[src/design/scic_pkg.sv]
// Shared constants, register map and carrier types of the system clock and interrupt control
package scic_pkg;

	// ------------------------------------------------------------
	// Register byte offsets (HADDR[7:0])
	// ------------------------------------------------------------
	localparam int ADDR_W = 8;
	localparam logic [ADDR_W-1:0] OFF_CLKCFG = 8'h00;
	localparam logic [ADDR_W-1:0] OFF_STATUS = 8'h04;
	localparam logic [ADDR_W-1:0] OFF_RIS = 8'h08;
	localparam logic [ADDR_W-1:0] OFF_MIS = 8'h0c;
	localparam logic [ADDR_W-1:0] OFF_IEN_SET = 8'h10;
	localparam logic [ADDR_W-1:0] OFF_IEN_CLR = 8'h14;
	localparam logic [ADDR_W-1:0] OFF_ICR = 8'h18;
	localparam logic [ADDR_W-1:0] OFF_GATING = 8'h1c;
	localparam logic [ADDR_W-1:0] OFF_SLP_EN = 8'h20;
	localparam logic [ADDR_W-1:0] OFF_DSLP_EN = 8'h24;
	localparam logic [ADDR_W-1:0] OFF_GPIO_HS = 8'h28;
	localparam logic [ADDR_W-1:0] OFF_PWMDIV = 8'h2c;

	// ------------------------------------------------------------
	// Bus encodings
	// ------------------------------------------------------------
	localparam logic [1:0] HTRANS_NONSEQ = 2'h2;
	localparam logic [1:0] HTRANS_SEQ = 2'h3;
	localparam logic [2:0] HSIZE_WORD = 3'h2;

	// ------------------------------------------------------------
	// Interrupt source bit positions
	// ------------------------------------------------------------
	localparam int NINT = 4;
	localparam int INT_BOR = 0;
	localparam int INT_PLL = 1;
	localparam int INT_USBPLL = 2;
	localparam int INT_MOSC = 3;
	localparam int HIB_BIT = 4;

	// ------------------------------------------------------------
	// Clock configuration word
	// ------------------------------------------------------------
	localparam int SYSDIV_W = 6;
	localparam int XTAL_W = 5;
	localparam int NPORTS = 8;
	// Ports A, B, C, E, F and H can move to the high-speed bus
	localparam logic [NPORTS-1:0] GPIO_HS_MASK = 8'hb7;
	localparam logic [SYSDIV_W-1:0] PWMDIV_RST = 6'h00;

	typedef enum logic [2:0] {
		OSC_MAIN = 3'h0,
		OSC_INT = 3'h1,
		OSC_INT4 = 3'h2,
		OSC_EXT32 = 3'h3,
		OSC_INT30 = 3'h4
	} scic_osc_e;

	typedef struct packed {
		logic main_osc_disable;
		logic internal_osc_disable;
		logic [XTAL_W-1:0] xtal;
		scic_osc_e osc;
		logic select_pll_source;
		logic [SYSDIV_W-1:0] sysclk_divide_setting;
	} scic_clkcfg_s;

	localparam int CLKCFG_W = $bits(scic_clkcfg_s);
	localparam scic_clkcfg_s CLKCFG_RST = '{1'b0, 1'b0, 5'h00, OSC_MAIN, 1'b0, 6'h00};

	typedef struct packed {
		logic valid;
		logic write;
		logic word;
		logic [ADDR_W-1:0] addr;
	} scic_aphase_s;

endpackage : scic_pkg

[src/design/scic_clkdiv.sv]
// Integer clock-enable divider whose ratio changes only at a period boundary
`timescale 1ns/10ps
module scic_clkdiv #(
	parameter int DIV_W = 6
) (
	input wire logic clk, // Source clock
	input wire logic rst_n, // Asynchronous reset, active low
	input wire logic [DIV_W-1:0] div_val, // Requested ratio minus one
	output logic tick, // One-cycle enable per divided period
	output logic [DIV_W-1:0] cur // Ratio minus one now in force
);

	if (DIV_W < 1 || DIV_W > 16) begin : g_bad_w
		$error("scic_clkdiv: DIV_W out of range");
	end

	typedef struct packed {
		logic [DIV_W-1:0] cnt;
		logic [DIV_W-1:0] cur;
		logic tick;
	} scic_div_s;

	scic_div_s st_r;
	scic_div_s st_nxt;

	// ------------------------------------------------------------
	// Counter
	// ------------------------------------------------------------
	// A new ratio is loaded only at wrap, so no period is ever cut short
	always_comb begin
		st_nxt = st_r;
		st_nxt.tick = (st_r.cnt == st_r.cur);
		if (st_r.cnt == st_r.cur) begin
			st_nxt.cnt = '0;
			st_nxt.cur = div_val;
		end else begin
			st_nxt.cnt = DIV_W'(st_r.cnt + 1'b1);
		end
	end

	// State register
	always_ff @(posedge clk or negedge rst_n) begin
		if (!rst_n) begin
			st_r <= '0;
		end else begin
			st_r <= st_nxt;
		end
	end

	assign tick = st_r.tick;
	assign cur = st_r.cur;

	// ------------------------------------------------------------
	// Checks
	// ------------------------------------------------------------
	cnt_range_a :
	assert property (@(posedge clk) disable iff (!rst_n) st_r.cnt <= st_r.cur)
		else $error("Divider count ran past its ratio");

	tick_period_a :
	assert property (@(posedge clk) disable iff (!rst_n)
		st_r.tick && (st_r.cur != '0) |=> !st_r.tick)
		else $error("Divided enable came early");

endmodule : scic_clkdiv

[src/design/scic_sync.sv]
// Three-flop synchroniser with rising-edge pulse for asynchronous status levels
`timescale 1ns/10ps
module scic_sync #(
	parameter int W = 5
) (
	input wire logic clk, // Local clock
	input wire logic rst_n, // Asynchronous reset, active low
	input wire logic [W-1:0] async_in, // Levels from other domains
	output logic [W-1:0] level, // Synchronised level
	output logic [W-1:0] rise // One-cycle pulse on each rising edge
);

	if (W < 1) begin : g_bad_w
		$error("scic_sync: W must be positive");
	end

	typedef struct packed {
		logic [W-1:0] s1;
		logic [W-1:0] s2;
		logic [W-1:0] s3;
		logic [W-1:0] rise;
	} scic_sync_s;

	scic_sync_s st_r;
	scic_sync_s st_nxt;

	// ------------------------------------------------------------
	// Stages
	// ------------------------------------------------------------
	// Only the second stage reads the first; edges are taken further down
	always_comb begin
		st_nxt = st_r;
		st_nxt.s1 = async_in;
		st_nxt.s2 = st_r.s1;
		st_nxt.s3 = st_r.s2;
		st_nxt.rise = st_r.s2 & ~st_r.s3;
	end

	// State register
	always_ff @(posedge clk or negedge rst_n) begin
		if (!rst_n) begin
			st_r <= '0;
		end else begin
			st_r <= st_nxt;
		end
	end

	assign level = st_r.s3;
	assign rise = st_r.rise;

	// ------------------------------------------------------------
	// Checks
	// ------------------------------------------------------------
	rise_pulse_a :
	assert property (@(posedge clk) disable iff (!rst_n) (st_r.rise != '0) |-> (st_r.rise & ~st_r.s3) == '0)
		else $error("Edge pulse without its level");

endmodule : scic_sync

[src/design/scic_top.sv]
// System clock selection, divider, oscillator gating, sleep clock policy and interrupt block
`timescale 1ns/10ps
// Behaviour
// - Processor clock is the selected source divided by a setting of 1 to 64.
// - One bit picks the PLL or the chosen oscillator directly as system clock.
// - Five oscillator choices: main, internal, internal/4, external 32 kHz, 30 kHz.
// - External 32 kHz choice accepted only with hibernation present and enabled.
// - Internal and main oscillators have separate disables; main stays on when used.
// - A disable aimed at the oscillator clocking the system is ignored.
// - PLL lock sets a raw status flag that software can poll.
// - Deep-sleep with gating runs only deep-sleep enabled peripherals; sleep with gating only sleep enabled ones; else all run.
// - A GPIO port without high-speed access is reached over the peripheral bus.
// - Ports A, B, C, E, F, H with high-speed access move to the fast bus.
// - A clear mask over the four sources deasserts each selected source.
// - Per-source enable and disable masks set or clear interrupt enable bits.
// - Processor interrupt is driven only by enabled, pending sources.
// - Peripherals use the processor clock except PWM, which has its own divider.
// - Software can read raw status and masked status.
// - Sleep enable sets apply only when peripheral clock gating is on.
module scic_top #(
	parameter int NPERIPH = 32,
	parameter bit HIB_PRESENT = 1'b1
) (
	input wire logic CLK, // System clock, 25 MHz
	input wire logic RESETN, // Asynchronous reset, active low
	input wire logic HSEL, // Slave select
	input wire logic [31:0] HADDR, // Byte address
	input wire logic [1:0] HTRANS, // Transfer type
	input wire logic HWRITE, // Write when high
	input wire logic [2:0] HSIZE, // Transfer size
	input wire logic [31:0] HWDATA, // Write data
	input wire logic HREADY, // Bus ready
	output logic [31:0] HRDATA, // Read data
	output logic HREADYOUT, // Slave ready
	output logic HRESP, // Always OKAY
	input wire logic PLL_LOCKED_IN, // PLL lock level, asynchronous
	input wire logic USBPLL_LOCKED_IN, // USB PLL lock level, asynchronous
	input wire logic MOSC_READY_IN, // Main oscillator powered up, asynchronous
	input wire logic BROWNOUT_IN, // Brown-out detect, asynchronous
	input wire logic HIB_ENABLED, // Hibernation unit enabled, asynchronous
	input wire logic SLEEP, // Processor in sleep
	input wire logic DEEP_SLEEP, // Processor in deep-sleep
	output logic [2:0] SYS_SRC, // Oscillator in force
	output logic SYS_USE_PLL, // PLL drives the system clock
	output logic [4:0] XTAL_SEL, // Crystal frequency setting to the PLL
	output logic MAIN_OSC_EN, // Main oscillator enable
	output logic INT_OSC_EN, // Internal oscillator enable
	output logic SYSCLK_EN, // Processor and peripheral clock enable
	output logic PWMCLK_EN, // PWM clock enable
	output logic [NPERIPH-1:0] PERIPH_CLK_EN, // Per-peripheral clock enable
	output logic [7:0] GPIO_HS_SEL, // Port uses the high-speed bus
	output logic IRQ // Processor interrupt, active high
);

	localparam int NSYNC = scic_pkg::NINT + 1;
	localparam int DW = scic_pkg::SYSDIV_W;

	if (NPERIPH < 1 || NPERIPH > 32) begin : g_bad_np
		$error("scic_top: NPERIPH must be 1 to 32");
	end

	typedef struct packed {
		scic_pkg::scic_aphase_s aph;
		logic hready;
		logic [31:0] hrdata;
		scic_pkg::scic_clkcfg_s cfg;
		scic_pkg::scic_osc_e act_src;
		logic act_pll;
		logic [DW-1:0] pwmdiv;
		logic [scic_pkg::NINT-1:0] ris;
		logic [scic_pkg::NINT-1:0] ien;
		logic gating;
		logic [NPERIPH-1:0] slp_en;
		logic [NPERIPH-1:0] dslp_en;
		logic [NPERIPH-1:0] periph_en;
		logic [scic_pkg::NPORTS-1:0] gpio_hs;
		logic irq;
		logic main_en;
		logic int_en;
	} scic_state_s;

	localparam scic_state_s ST_RST = '{
		aph: '0, hready: 1'b1, hrdata: '0, cfg: scic_pkg::CLKCFG_RST,
		act_src: scic_pkg::OSC_MAIN, act_pll: 1'b0, pwmdiv: scic_pkg::PWMDIV_RST,
		ris: '0, ien: '0, gating: 1'b0, slp_en: '1, dslp_en: '1, periph_en: '1,
		gpio_hs: '0, irq: 1'b0, main_en: 1'b1, int_en: 1'b1};

	scic_state_s st_r;
	scic_state_s st_nxt;
	logic [NSYNC-1:0] async_lvl;
	logic [NSYNC-1:0] sync_lvl;
	logic [NSYNC-1:0] sync_rise;
	logic [scic_pkg::NINT-1:0] ev_rise;
	logic [scic_pkg::NINT-1:0] clr_mask;
	logic sys_tick;
	logic pwm_tick;
	logic hib_ok;
	logic wr;
	logic [31:0] rdata;
	scic_pkg::scic_clkcfg_s new_cfg;
	scic_pkg::scic_clkcfg_s wr_cfg;

	// Write data seen as a clock word, kept apart so checks see the raw request
	assign wr_cfg = scic_pkg::scic_clkcfg_s'(HWDATA[scic_pkg::CLKCFG_W-1:0]);

	// ------------------------------------------------------------
	// Asynchronous status inputs
	// ------------------------------------------------------------
	assign async_lvl[scic_pkg::INT_BOR] = BROWNOUT_IN;
	assign async_lvl[scic_pkg::INT_PLL] = PLL_LOCKED_IN;
	assign async_lvl[scic_pkg::INT_USBPLL] = USBPLL_LOCKED_IN;
	assign async_lvl[scic_pkg::INT_MOSC] = MOSC_READY_IN;
	assign async_lvl[scic_pkg::HIB_BIT] = HIB_ENABLED;

	scic_sync #(.W(NSYNC)) u_sync (
		.clk(CLK),
		.rst_n(RESETN),
		.async_in(async_lvl),
		.level(sync_lvl),
		.rise(sync_rise)
	);

	assign ev_rise = sync_rise[scic_pkg::NINT-1:0];
	assign hib_ok = HIB_PRESENT && sync_lvl[scic_pkg::HIB_BIT];

	// ------------------------------------------------------------
	// Dividers
	// ------------------------------------------------------------
	// Processor and peripherals share one divider; PWM gets its own
	scic_clkdiv #(.DIV_W(DW)) u_sysdiv (
		.clk(CLK),
		.rst_n(RESETN),
		.div_val(st_r.cfg.sysclk_divide_setting),
		.tick(sys_tick),
		.cur()
	);

	scic_clkdiv #(.DIV_W(DW)) u_pwmdiv (
		.clk(CLK),
		.rst_n(RESETN),
		.div_val(st_r.pwmdiv),
		.tick(pwm_tick),
		.cur()
	);

	// ------------------------------------------------------------
	// Next state
	// ------------------------------------------------------------
	always_comb begin
		st_nxt = st_r;
		clr_mask = '0;
		rdata = '0;
		new_cfg = wr_cfg;
		wr = st_r.aph.valid && st_r.aph.write && st_r.aph.word;

		// Address phase; reads wait one cycle because the read data is registered
		st_nxt.aph.valid = HSEL && HREADY &&
			(HTRANS == scic_pkg::HTRANS_NONSEQ || HTRANS == scic_pkg::HTRANS_SEQ);
		st_nxt.aph.write = HWRITE;
		st_nxt.aph.word = (HSIZE == scic_pkg::HSIZE_WORD);
		st_nxt.aph.addr = HADDR[scic_pkg::ADDR_W-1:0];
		st_nxt.hready = !(st_nxt.aph.valid && !HWRITE);

		// Read decode; unmapped offsets read as zero
		if (st_r.aph.addr == scic_pkg::OFF_CLKCFG) begin
			rdata = 32'(st_r.cfg);
		end else if (st_r.aph.addr == scic_pkg::OFF_STATUS) begin
			rdata = 32'({st_r.main_en, st_r.int_en, sync_lvl[scic_pkg::HIB_BIT],
				st_r.act_pll, st_r.act_src, sync_lvl[scic_pkg::INT_PLL]});
		end else if (st_r.aph.addr == scic_pkg::OFF_RIS) begin
			rdata = 32'(st_r.ris);
		end else if (st_r.aph.addr == scic_pkg::OFF_MIS) begin
			rdata = 32'(st_r.ris & st_r.ien);
		end else if (st_r.aph.addr == scic_pkg::OFF_IEN_SET) begin
			rdata = 32'(st_r.ien);
		end else if (st_r.aph.addr == scic_pkg::OFF_GATING) begin
			rdata = 32'(st_r.gating);
		end else if (st_r.aph.addr == scic_pkg::OFF_SLP_EN) begin
			rdata = 32'(st_r.slp_en);
		end else if (st_r.aph.addr == scic_pkg::OFF_DSLP_EN) begin
			rdata = 32'(st_r.dslp_en);
		end else if (st_r.aph.addr == scic_pkg::OFF_GPIO_HS) begin
			rdata = 32'(st_r.gpio_hs);
		end else if (st_r.aph.addr == scic_pkg::OFF_PWMDIV) begin
			rdata = 32'(st_r.pwmdiv);
		end
		if (st_r.aph.valid && !st_r.aph.write) begin
			st_nxt.hrdata = rdata;
		end

		// Write decode; sub-word writes are dropped
		if (wr) begin
			if (st_r.aph.addr == scic_pkg::OFF_CLKCFG) begin
				// An unknown or unavailable source code keeps the old choice
				if (new_cfg.osc > scic_pkg::OSC_INT30 ||
					(new_cfg.osc == scic_pkg::OSC_EXT32 && !hib_ok)) begin
					new_cfg.osc = st_r.cfg.osc;
				end
				st_nxt.cfg = new_cfg;
			end else if (st_r.aph.addr == scic_pkg::OFF_IEN_SET) begin
				st_nxt.ien = st_r.ien | HWDATA[scic_pkg::NINT-1:0];
			end else if (st_r.aph.addr == scic_pkg::OFF_IEN_CLR) begin
				st_nxt.ien = st_r.ien & ~HWDATA[scic_pkg::NINT-1:0];
			end else if (st_r.aph.addr == scic_pkg::OFF_ICR) begin
				clr_mask = HWDATA[scic_pkg::NINT-1:0];
			end else if (st_r.aph.addr == scic_pkg::OFF_GATING) begin
				st_nxt.gating = HWDATA[0];
			end else if (st_r.aph.addr == scic_pkg::OFF_SLP_EN) begin
				st_nxt.slp_en = HWDATA[NPERIPH-1:0];
			end else if (st_r.aph.addr == scic_pkg::OFF_DSLP_EN) begin
				st_nxt.dslp_en = HWDATA[NPERIPH-1:0];
			end else if (st_r.aph.addr == scic_pkg::OFF_GPIO_HS) begin
				st_nxt.gpio_hs = HWDATA[scic_pkg::NPORTS-1:0] & scic_pkg::GPIO_HS_MASK;
			end else if (st_r.aph.addr == scic_pkg::OFF_PWMDIV) begin
				st_nxt.pwmdiv = HWDATA[DW-1:0];
			end
		end

		// Sticky raw status; a new event beats a clear in the same cycle
		st_nxt.ris = (st_r.ris & ~clr_mask) | ev_rise;
		st_nxt.irq = |(st_r.ris & st_r.ien);

		// Source switches only at a divided-period boundary
		if (sys_tick) begin
			st_nxt.act_src = st_r.cfg.osc;
			st_nxt.act_pll = st_r.cfg.select_pll_source;
		end

		// An oscillator in use, or about to be, cannot be switched off
		st_nxt.main_en = !st_r.cfg.main_osc_disable ||
			st_r.act_src == scic_pkg::OSC_MAIN || st_r.cfg.osc == scic_pkg::OSC_MAIN;
		st_nxt.int_en = !st_r.cfg.internal_osc_disable ||
			st_r.act_src == scic_pkg::OSC_INT || st_r.act_src == scic_pkg::OSC_INT4 ||
			st_r.cfg.osc == scic_pkg::OSC_INT || st_r.cfg.osc == scic_pkg::OSC_INT4;

		// Sleep enable sets count only with gating on; otherwise run-mode clocking
		if (DEEP_SLEEP && st_r.gating) begin
			st_nxt.periph_en = st_r.dslp_en;
		end else if (SLEEP && st_r.gating) begin
			st_nxt.periph_en = st_r.slp_en;
		end else begin
			st_nxt.periph_en = '1;
		end
	end

	// State register
	always_ff @(posedge CLK or negedge RESETN) begin
		if (!RESETN) begin
			st_r <= ST_RST;
		end else begin
			st_r <= st_nxt;
		end
	end

	// ------------------------------------------------------------
	// Outputs
	// ------------------------------------------------------------
	assign HRDATA = st_r.hrdata;
	assign HREADYOUT = st_r.hready;
	assign HRESP = 1'b0;
	assign SYS_SRC = st_r.act_src;
	assign SYS_USE_PLL = st_r.act_pll;
	assign XTAL_SEL = st_r.cfg.xtal;
	assign MAIN_OSC_EN = st_r.main_en;
	assign INT_OSC_EN = st_r.int_en;
	assign SYSCLK_EN = sys_tick;
	assign PWMCLK_EN = pwm_tick;
	assign PERIPH_CLK_EN = st_r.periph_en;
	assign GPIO_HS_SEL = st_r.gpio_hs;
	assign IRQ = st_r.irq;

	// ------------------------------------------------------------
	// Checks
	// ------------------------------------------------------------
	src_boundary_a :
	assert property (@(posedge CLK) disable iff (!RESETN)
		(st_r.act_src != $past(st_r.act_src)) |-> $past(sys_tick))
		else $error("Source changed away from a period boundary");

	ext32_guard_a :
	assert property (@(posedge CLK) disable iff (!RESETN)
		wr && st_r.aph.addr == scic_pkg::OFF_CLKCFG && !hib_ok &&
		wr_cfg.osc == scic_pkg::OSC_EXT32 && st_r.cfg.osc != scic_pkg::OSC_EXT32
		|=> st_r.cfg.osc != scic_pkg::OSC_EXT32)
		else $error("External 32k accepted without hibernation");

	main_inuse_a :
	assert property (@(posedge CLK) disable iff (!RESETN)
		(st_r.act_src == scic_pkg::OSC_MAIN) [*2] |-> MAIN_OSC_EN)
		else $error("Main oscillator off while in use");

	int_inuse_a :
	assert property (@(posedge CLK) disable iff (!RESETN)
		(st_r.act_src == scic_pkg::OSC_INT || st_r.act_src == scic_pkg::OSC_INT4) [*2]
		|-> INT_OSC_EN)
		else $error("Internal oscillator off while in use");

	pll_flag_a :
	assert property (@(posedge CLK) disable iff (!RESETN)
		ev_rise[scic_pkg::INT_PLL] |=> st_r.ris[scic_pkg::INT_PLL])
		else $error("PLL lock flag not set");

	ris_sticky_a :
	assert property (@(posedge CLK) disable iff (!RESETN)
		1'b1 |=> (($past(st_r.ris) & ~$past(clr_mask)) & ~st_r.ris) == '0)
		else $error("Raw status bit lost without a clear");

	clear_a :
	assert property (@(posedge CLK) disable iff (!RESETN)
		1'b1 |=> (($past(clr_mask) & ~$past(ev_rise)) & st_r.ris) == '0)
		else $error("Cleared source still pending");

	irq_mask_a :
	assert property (@(posedge CLK) disable iff (!RESETN)
		(st_r.ris & st_r.ien) == '0 ##1 (st_r.ris & st_r.ien) == '0 |-> !IRQ)
		else $error("Interrupt raised by a disabled source");

	gating_off_a :
	assert property (@(posedge CLK) disable iff (!RESETN)
		!st_r.gating |=> PERIPH_CLK_EN == '1)
		else $error("Peripheral clocks gated with gating off");

	gpio_hs_a :
	assert property (@(posedge CLK) disable iff (!RESETN)
		(GPIO_HS_SEL & ~scic_pkg::GPIO_HS_MASK) == '0)
		else $error("Port without fast-bus option moved");

	read_wait_a :
	assert property (@(posedge CLK) disable iff (!RESETN)
		st_r.aph.valid && !st_r.aph.write |-> !HREADYOUT ##1 HREADYOUT)
		else $error("Read answer not one wait state");

endmodule : scic_top

[config.mk]
export PLATFORM = sky130hd
export DESIGN_NAME = scic_top
export DESIGN_NICKNAME = d
export VERILOG_FILES = /design/src/design/scic_pkg.sv /design/src/design/scic_clkdiv.sv /design/src/design/scic_sync.sv /design/src/design/scic_top.sv
export SDC_FILE = /design/constraint.sdc
export NUM_CORES = 1
export LEC_CHECK = 0
export BUFFER_PORTS_ARGS = -buffer_cell sky130_fd_sc_hd__buf_2
export CAP_MARGIN = 20
export CORE_MARGIN = 3
export CORE_UTILIZATION = 35
export DETAILED_ROUTE_END_ITERATION = 12
export PLACE_DENSITY = 0.56
export SLEW_MARGIN = 20
export SYNTH_ARGS = -nofsm -noshare
export SYNTH_HDL_FRONTEND = slang
export SYNTH_HIERARCHICAL = 1
export SYNTH_SLANG_ARGS = --single-unit
[constraint.sdc]
create_clock -name CLK -period 3.6 [get_ports CLK]
set_clock_uncertainty 0.2 [all_clocks]
set_input_delay 0.18 -clock CLK [delete_from_list [all_inputs] [get_ports CLK]]
set_output_delay 0.18 -clock CLK [all_outputs]
set_load 0.01 [all_outputs]
# After elaboration in Yosys (flattened, before gate mapping)
# Index checks and enable logic that the tools add are counted.
# classes
n_addsub	2
n_lt_le_gt_ge	1
n_eq_ne	21
muxes	21
bitwise_logic	19
reduce_logical	36
# ops
operator	count
32-bit 2-to-1 mux	10
8-bit by 5-bit == test with 1-bit output (second input constant)	4
8-bit by 6-bit == test with 1-bit output (second input constant)	4
4-bit 2-to-1 mux	7
4-bit bitwise AND	5
6-bit 2-to-1 mux	3
8-bit by 4-bit == test with 1-bit output (second input constant)	2
6-bit by 1-bit adder with 6-bit output (second input constant)	2
3-bit by 2-bit == test with 1-bit output (second input constant)	4
6-bit == test	2
4-bit NOT	3
10-bit AND reduction	1
1-bit logical AND	9
1-bit NOT	9
9-bit AND reduction	1
8-bit by 3-bit == test with 1-bit output (second input constant)	1
8-bit logical NOT	1
1-bit logical OR	8
8-bit 2-to-1 mux	1
4-bit bitwise OR	2
8-bit AND reduction	1
7-bit AND reduction	1
3-bit by 1-bit == test with 1-bit output (second input constant)	2
1-bit logical NOT	6
other kinds (8)	11
# word_totals
ff_bits	230
input_bits	81

# Longest topological paths before layout
# Gate-level depths: netlist of the first run.
# depth
depth_word	11
ltp_mapped	7
depth_no_buf	5

# Modules after synthesis
# Netlist of the first run, hierarchy kept.
# by_module_without_submodules
mod	n_inst	cells_each	area_each_um2	seq_area_each_um2
scic_top	1	735	8489.4	4753.3
scic_clkdiv	2	49	628.1	325.3
scic_sync	1	25	569.3	500.5

# Worst setup path after synthesis of the first run
# No wires, ideal clock.
# synth_path
kind	register -> register
startpoint	register st_r[177] in the netlist's numbering
endpoint	register st_r[90] in the netlist's numbering
arrival_ns	1.842
required_ns	3.318
slack_ns	1.476
path_stages_with_launch	6
path_buffers	2
path_cell_list	dfrtp_1 or4_1 buf_2 nor3_4 buf_6 mux2_2
# synth_between
elab_chain_cells	3
# synth_lines
item	line_no	text
start, declared	scic_top.sv:88	scic_state_s st_r;
start signal, assigned	scic_top.sv:251	st_r <= st_nxt;
8-bit by 5-bit == test with 1-bit output, or another cell as far along	scic_top.sv:204	end else if (st_r.aph.addr == scic_pkg::OFF_ICR) begin
1-bit NOT (no source line)	-	
7-bit AND reduction (no source line) *	-	
# Every way passes the cells marked *; elsewhere a longest branch is shown, timed or not.
# A chain may end at the register's enable or synchronous reset.

# Worst setup path in the final report of the first run
# layout_path
startpoint	register st_r[180] in the netlist's numbering
endpoint	register st_r[133] in the netlist's numbering
# layout_between
elab_chain_cells	2
# layout_lines
item	line_no	text
8-bit logical NOT	scic_top.sv:193	if (st_r.aph.addr == scic_pkg::OFF_CLKCFG) begin
3-bit AND reduction (no source line)	-	
# Every way passes these cells.

==> results of run 1 <==
routing by layer:
| metal | vias up | share of wire [%] | global-route usage [%] |
|---|---|---|---|
| li1 | 3116 | - | - |
| met1 | 3371 | 46 | 22.9 |
| met2 | 184 | 46 | 26.0 |
| met3 | 38 | 5.0 | 2.97 |
| met4 | 2 | 2.4 | 4.62 |
| met5 | - | 0.051 | 0 |
report_power, final:
part | leakage, nW | total, mW | switching (mW) | internal (mW)
combinational | 2.22 | 0.552 | 0.280 | 0.273
sequential | 2.55 | 2.86 | 0.114 | 2.75
clock | 0.444 | 2.75 | 1.03 | 1.72
repair_timing:
item                      in CTS  in global routing
hold endpoints to repair     202                  0
setup buffers                  0                  0
hold buffers                  51                  0
state kept, by name, summed over array words and instances, names as in the netlist, 3 cells and up, named ones only:
| signal | flops |
|---|---|
| st_r | 98 |
| HRDATA | 32 |
| PERIPH_CLK_EN | 32 |
| u_sync/st_nxt | 10 |
| GPIO_HS_SEL | 6 |
| u_pwmdiv/cur | 6 |
| u_pwmdiv/st_r | 6 |
| u_sysdiv/cur | 6 |
| u_sysdiv/st_r | 6 |
| XTAL_SEL | 5 |
| u_sync/level | 5 |
| u_sync/rise | 4 |
| SYS_SRC | 3 |
final timing paths:
path,start,end,slack [ns],cells past startpoint
max,st_r[180]$_DFF_PN0_,st_r[133]$_DFFE_PN0P_,1.04,6
min,RESETN,u_sync/level[3]$_DFF_PN0_,0.04,2
max reg2reg,st_r[180]$_DFF_PN0_,st_r[133]$_DFFE_PN0P_,1.04,6
min reg2reg,u_sync/st_nxt[10]$_DFF_PN0_,u_sync/st_nxt[5]$_DFF_PN0_,0.15,0
max in group asynchronous,RESETN,st_r[84]$_DFFE_PN1P_,2.21,3
min in group CLK,HADDR[6],st_r[182]$_DFF_PN0_,0.09,2
area by class of cell:
class,count,area (um^2)
fillers,2714,16100
flip-flops and latches,230,5880
multi-input cells,488,3460
repair buffers,209,1380
clock buffers,38,747
well taps,378,473
clock inverters,10,150
inverters,10,37.5
cells in the final DEF, fill, tap and decap left out, types with 6 or more instances in the layout:
cell type	n
xnor2_1	14
nor2_1	38
clkinv_2	6
clkbuf_1	8
a22oi_1	26
a21o_1	6
a21oi_1	28
dfstp_2	99
xor2_1	8
o22a_1	33
dlygate4sd3_1	51
nand2_1	103
o21ai_0	38
mux2i_1	8
clkbuf_16	27
buf_4	16
inv_1	10
buf_2	139
mux2_4	6
dfrtp_1	131
nor3_1	8
nand3_1	9
mux2_2	83
==> run summary, run 1 <==
status - complete, no violations
max_cap viols - 0
cell area power density - 508 nW/um^2
vias in the first global route - 6,943
Clock transition at path regs - 0.06 ns
Pwr Total - 6.17 mW
Top Family by Delay on Critical Path - simple AND/OR/NAND/NOR gates
final critical-path share of the clock period - 71.0%
post-route ant nets - 0
Clock Latency Late Sink - 0.52 ns
CTS Buffer Depth - 3
Final WS setup - 1.04 ns
detailed placement HPWL - 16.9 mm
Pleak - 5.22 nW
Cells after DPL - 1,264
Worst path slowest cell - nor4_4
CP peak stage delay - 0.70 ns
first-pass GRT wire length - 40.0 mm
WP buf/inv - 1
Remaining Overflow, GRT - 0
final net count - 1,048
Final Hold Fails - 0
layout cells sized above 1 - 41.0%
fmax - 391 MHz
Antenna Diode Count - 0
design area - 12,100 um^2
Least-Margin Pin Slew - 1.01 ns
post-cts resize count - 0
Synth Instances - 844
WP data arrival - 2.80 ns
maximum fanout along the worst path - 11
Starting Density - 36.1%
DR pass1 iterations - 5
Die X - 177 um
final hold slack - 0.0402 ns
H-tree Lvls - 1
fin cells - 1,363
GRT Total Usage - 16.3%
Tmin final - 2.56 ns
Ports - 169
TritonCTS buffer count - 26
Fin Setup TNS - 0 ns
Rel. slew slack - 32.5%
area of the core - 28,200 um^2
Syn Std Cell Area - 10,200 um^2
TritonCTS clock tree - built
Placed Area - 10,700 um^2
critical path class - register to register
root buffer cell - clkbuf_16
pin count of the biggest net entering global routing - 84
routed vias/inst - 4.92
YS warnings - 6
CTS sink count - 230
critical path endpoint category - register
Setup WS pre-CTS - 0.982 ns
peak supply drop - 0.305 mV
routability cong. - 0.856
I/O Buffers - 140
initial antenna violation count - 1
RSZ-0062 raised after global routing - false
wire length per cell - 18.8 um
die area - 31,200 um^2
DR DRC count - 0
via count - 6,711
WL final - 25.6 mm
Final Max Slew Viols - 0
die height - 177 um
startpoint types - register
Area Growth Syn to Fin - 19.1%
Setup violations, final - 0
Avg Cell Area, Syn - 12.1 um^2
Row Count - 61
Req. time, crit path - 3.84 ns
Most common cell on crit path - a21oi_1
CP cell instances - nor4_4, nand3_1, buf_4, nor2_1, a21oi_1, a21oi_1
Final Util - 43.0%
worst min-delay path category - input pin to async pin
Starting DRT DRC Count - 401
Note: power is estimated with default switching activity, not from simulation.
==> run 2: changes to the inputs <==
--- a/config.mk
+++ b/config.mk
@@ -10,7 +10,7 @@
 export CORE_MARGIN = 3
 export CORE_UTILIZATION = 35
 export DETAILED_ROUTE_END_ITERATION = 12
-export PLACE_DENSITY = 0.56
+export PLACE_DENSITY = 0.58
 export SLEW_MARGIN = 20
 export SYNTH_ARGS = -nofsm -noshare
 export SYNTH_HDL_FRONTEND = slang
==> constraint.sdc (replaced) <==
create_clock -name CLK -period 2.2 [get_ports CLK]
set_clock_uncertainty 0.2 [all_clocks]
set_input_delay 0.11 -clock CLK [delete_from_list [all_inputs] [get_ports CLK]]
set_output_delay 0.11 -clock CLK [all_outputs]
set_load 0.01 [all_outputs]
==> run 2 against run 1 <==
Count of clock-buffer cells in the layout increased by 4; design area is 4.2% higher; total power up 61%; critical endpoint is now st_r[51]$_DFFE_PN1P_.
==> run summary, run 2 (synthesis gave the netlist of run 1 again) <==
Remaining Overflow, GRT - 0
final hold slack - 0.0235 ns
r2r startpoint - st_r[179]$_DFF_PN0_
initial antenna violation count - 0
commonest non-fill, non-tap cells in the layout - buf_2 (140), dfrtp_1 (129), nand2_1 (102)
Setup violations, final - 0
WP data arrival - 2.41 ns
I/O Buffers - 140
routability cong. - 0.861
wire length per cell - 19.1 um
cell area power density - 787 nW/um^2
max_cap viols - 0
root buffer cell - clkbuf_16
Row Count - 61
Worst setup endpoint - st_r[51]$_DFFE_PN1P_
routed vias/inst - 4.90
Clock Latency Late Sink - 0.53 ns
Area Growth Syn to Fin - 24.1%
Die X - 177 um
TritonCTS clock tree - built
final net count - 1,095
Rel. slew slack - 64.3%
DR pass1 iterations - 5
post-route ant nets - 0
fmax - 462 MHz
pin count of the biggest net entering global routing - 48
WL final - 26.9 mm
die height - 177 um
Ports - 169
Final Max Slew Viols - 0
CTS Buffer Depth - 3
Setup WS pre-CTS - -0.0161 ns
r2r endpoint - st_r[51]$_DFFE_PN1P_
startpoint types - register
final critical-path share of the clock period - 98.3%
detailed placement HPWL - 17.6 mm
maximum fanout along the worst path - 23
H-tree Lvls - 1
Starting Density - 36.1%
critical path class - register to register
RSZ-0062 raised after global routing - true
Pleak - 5.47 nW
worst min-delay path category - input pin to register
area of the core - 28,200 um^2
Crit. Startpoint - st_r[179]$_DFF_PN0_
CTS sink count - 230
GRT Total Usage - 17.0%
peak supply drop - 0.404 mV
Tmin final - 2.16 ns
DR DRC count - 0
max reg flops - 98
TritonCTS buffer count - 26
via count - 6,906
Req. time, crit path - 2.44 ns
Final WS setup - 0.0371 ns
Final Hold Fails - 0
worst r2r path cells - 5
first-pass GRT wire length - 42.0 mm
vias in the first global route - 7,236
layout cells sized above 1 - 44.2%
Starting DRT DRC Count - 392
Top reg by flops - st_r
status - complete, no violations
commonest non-fill, non-tap cell in the layout - buf_2
critical path endpoint category - register
Antenna Diode Count - 0
Clock transition at path regs - 0.06 ns
FF-to-FF setup slack - 0.04 ns
die area - 31,200 um^2
Least-Margin Pin Slew - 0.535 ns
==> run 2: critical path: stages, from the launching register on <==
cell      delay, ns
dfrtp_1        0.38
buf_4          0.23
nand2b_1       0.30
nor3_4         0.37
buf_12         0.23
mux2_2         0.36
==> run 2: area by class of cell <==
type                       count  area, um^2
clock buffer                  42         792
clock inverter                 6        61.3
multi-input combinational    488        3510
sequential                   230        5880
fill                        2700       15600
tap                          378         473
inverter                      10        37.5
timing repair buffer         256        1890
==> run 2: layer usage <==
metal / global-route usage (%) / routed length, um / up-vias
met1: 24.3 / 12400 / 3455
met2: 26.6 / 12500 / 192
met4: 5.30 / 709 / 0
li1: - / - / 3213
met3: 2.88 / 1300 / 46
met5: 0 / 0 / -
==> run 2: power breakdown <==
part,leakage [nW],total (mW),internal (mW),switching (mW)
logic,2.50,0.984,0.489,0.494
registers,2.55,4.68,4.50,0.176
clock network,0.422,4.29,2.58,1.71
total,5.47,9.95,7.57,2.38
==> run 2: what timing repair did <==
action / 4_1_cts / 5_1_grt
endpoints found under the hold margin: 336 / 0
gates resized for setup: 2 / 16
pin swaps: 0 / 2
gates cloned: 0 / 2
hold buffers: 56 / 0
endpoints found under the setup margin: 38 / 56
buffers inserted: 0 / 1
==> run 2: stage by stage <==
step	std cells	util, %	TNS, ns	area [um^2]	total power [mW]
5_1_grt	1410	44.8	-0.236	12600	10.4
3_5_place_dp	1303	39.3	-0.104	11100	5.65
2_1_floorplan	846	-	0	10200	5.32
6_report	1410	44.8	0	12600	9.95
3_3_place_gp	1303	39.3	-0.00932	11100	5.63
4_1_cts	1407	44.4	0	12500	10.1
==> run 2: worst min-delay path by stage <==
stage	cells after the start	to	start
finish	2	u_sync/st_nxt[12]$_DFF_PN0_	USBPLL_LOCKED_IN
global route	2	st_r[181]$_DFF_PN0_	HADDR[5]
CTS	2	u_sync/st_nxt[12]$_DFF_PN0_	USBPLL_LOCKED_IN
detailed placement	1	HRDATA[23]$_DFFE_PN0P_	RESETN
global placement	1	HRDATA[23]$_DFFE_PN0P_	RESETN
floorplan	0	GPIO_HS_SEL[0]$_DFFE_PN0P_	RESETN
==> run 3: changes to the inputs <==
--- a/config.mk
+++ b/config.mk
@@ -10,6 +10,7 @@
 export CORE_MARGIN = 3
 export CORE_UTILIZATION = 35
 export DETAILED_ROUTE_END_ITERATION = 12
+export HOLD_SLACK_MARGIN = 0.06
 export PLACE_DENSITY = 0.58
 export SLEW_MARGIN = 20
 export SYNTH_ARGS = -nofsm -noshare
==> run 3 against run 2 <==
Cell count rose by 0.92%; count of clock-buffer cells in the layout stayed put; routed wire length is 0.12% higher; sequential power about the same; sequential share of layout area shrank 0.47 points; setup slack better by 0.0059 ns; die area is the same; critical path depth did not move; clock power about the same; fmax increased by 0.27%; core utilization rose by 0.46 points; critical path type unchanged.
==> run summary, run 3 (synthesis gave the netlist of run 1 again) <==
Clock Latency Late Sink - 0.53 ns
final net count - 1,108
Tmin final - 2.16 ns
Starting DRT DRC Count - 354
final critical-path share of the clock period - 98.0%
I/O Buffers - 140
TritonCTS buffer count - 26
clock share of power - 43.1%
Least-Margin Pin Slew - 0.529 ns
CP peak stage delay - 0.38 ns
commonest non-fill, non-tap cells in the layout - buf_2 (140), dfrtp_1 (129), nand2_1 (102)
Rel. slew slack - 64.7%
Psw - 2.39 mW
CP cell instances - buf_4, nand2b_1, nor3_4, buf_12, mux2_2
root buffer cell - clkbuf_16
Antenna Diode Count - 0
Final Max Slew Viols - 0
critical path class - register to register
die area - 31,200 um^2
WL final - 26.9 mm
RSZ-0062 raised after global routing - true
CTS sink count - 230
WP data arrival - 2.40 ns
Int Pwr - 7.58 mW
detailed placement HPWL - 17.6 mm
fmax - 464 MHz
FF-to-FF setup slack - 0.04 ns
Area Growth Syn to Fin - 25.4%
startpoint types - register
Final Hold Fails - 0
DR pass1 iterations - 5
layout cells sized above 1 - 43.6%
Die X - 177 um
Pleak - 5.53 nW
first-pass GRT wire length - 42.1 mm
pin count of the biggest net entering global routing - 48
area of the core - 28,200 um^2
die height - 177 um
Row Count - 61
critical path endpoint category - register
TritonCTS clock tree - built
Starting Density - 36.1%
Remaining Overflow, GRT - 0
Cells after DPL - 1,303
fin cells - 1,423
design area - 12,800 um^2
vias in the first global route - 7,311
Placed Area - 11,100 um^2
maximum fanout along the worst path - 23
Req. time, crit path - 2.45 ns
wire length per cell - 18.9 um
Top reg by flops - st_r
combinational share of power - 10.0%
Switching Share - 24.0%
peak supply drop - 0.402 mV
commonest non-fill, non-tap cell in the layout - buf_2
Fin Setup TNS - 0 ns
cell area power density - 781 nW/um^2
via count - 6,945
Ports - 169
post-route ant nets - 0
H-tree Lvls - 1
Worst path slowest cell - dfrtp_1
initial antenna violation count - 0
max reg flops - 98
Setup violations, final - 0
CTS Buffer Depth - 3
GRT Total Usage - 17.1%
routability cong. - 0.861
share of power burned in registers - 46.9%
routed vias/inst - 4.88
max_cap viols - 0
status - complete, no violations
Clock transition at path regs - 0.06 ns
DR DRC count - 0
fillcell total - 2,691
worst min-delay path category - input pin to register
## run 3: cell count changes in the layout (fill, tap and decap cells not counted)
| cell | before | now |
|---|---|---|
| dlygate4sd3_1 | 55 | 68 |
## run 3: path summary, 6_finish.rpt
kind,from,end,depth (start not counted)
min in group asynchronous,RESETN,PERIPH_CLK_EN[28]$_DFF_PN1_,2
max,st_r[179]$_DFF_PN0_,st_r[51]$_DFFE_PN1P_,5
min,HSIZE[0],st_r[184]$_DFF_PN0_,3
max in group asynchronous,RESETN,st_r[133]$_DFFE_PN0P_,3
min reg2reg,u_sync/st_nxt[13]$_DFF_PN0_,u_sync/st_nxt[8]$_DFF_PN0_,0
max reg2reg,st_r[179]$_DFF_PN0_,st_r[51]$_DFFE_PN1P_,5
## run 3: power by group through the flow
| stage | combinational (mW) | clock (mW) | sequential, mW |
|---|---|---|---|
| 3_5_place_dp | 0.912 | 0 | 4.74 |
| 3_3_place_gp | 0.892 | 0 | 4.74 |
| 5_1_grt | 1.10 | 4.60 | 4.70 |
| 2_1_floorplan | 0.615 | 0 | 4.70 |
| 4_1_cts | 1.01 | 4.41 | 4.67 |
| 6_report | 1.00 | 4.30 | 4.67 |
## run 3: critical path, delay by kind of cell, from the launching register on
kind / cells / cell delay [ns]
buffers and inverters: 2 / 0.46
multiplexers: 1 / 0.36
flip-flops: 1 / 0.38
AND/OR/NAND/NOR: 2 / 0.67
## run 3: per-stage QoR
stage | util (%) | hold WS, ns | worst slack [ns] | power, mW
finish | 45.2 | 0.0925 | 0.0430 | 9.97
global placement | 39.3 | -0.117 | -0.00932 | 5.63
CTS | 44.8 | 0.0789 | 0.0222 | 10.1
global route | 45.2 | 0.107 | -0.0443 | 10.4
floorplan | - | -0.386 | 0.0757 | 5.32
detailed placement | 39.3 | -0.113 | -0.0161 | 5.65
## run 3: layout make-up
cell class              instances  area, um^2  share of cell area [%]
clock buffers                  42         792                    6.20
clock inverters                 6        61.3                   0.480
inverters                      10        37.5                   0.294
multi-input cells             488        3510                    27.5
flip-flops and latches        230        5880                    46.1
well taps                     378         473                    3.70
repair buffers                269        2020                    15.8
## run 3: what timing repair did
| item | CTS | global route |
|---|---|---|
| cloned | 0 | 2 |
| pin swaps | 0 | 2 |
| endpoints found under the setup margin | 38 | 56 |
| setup buffers | 0 | 1 |
| gates resized for setup | 2 | 16 |
| endpoints found under the hold margin | 381 | 0 |
| hold buffers | 69 | 0 |
## run 3: routing by layer
layer | vias up | wire, um | share of wire [%] | GRT usage, %
li1 | 3243 | - | - | -
met1 | 3471 | 12300 | 46 | 24.4
met2 | 189 | 12600 | 47 | 26.8
met3 | 42 | 1310 | 4.9 | 2.88
met4 | 0 | 679 | 2.5 | 5.30
met5 | - | 0 | 0 | 0
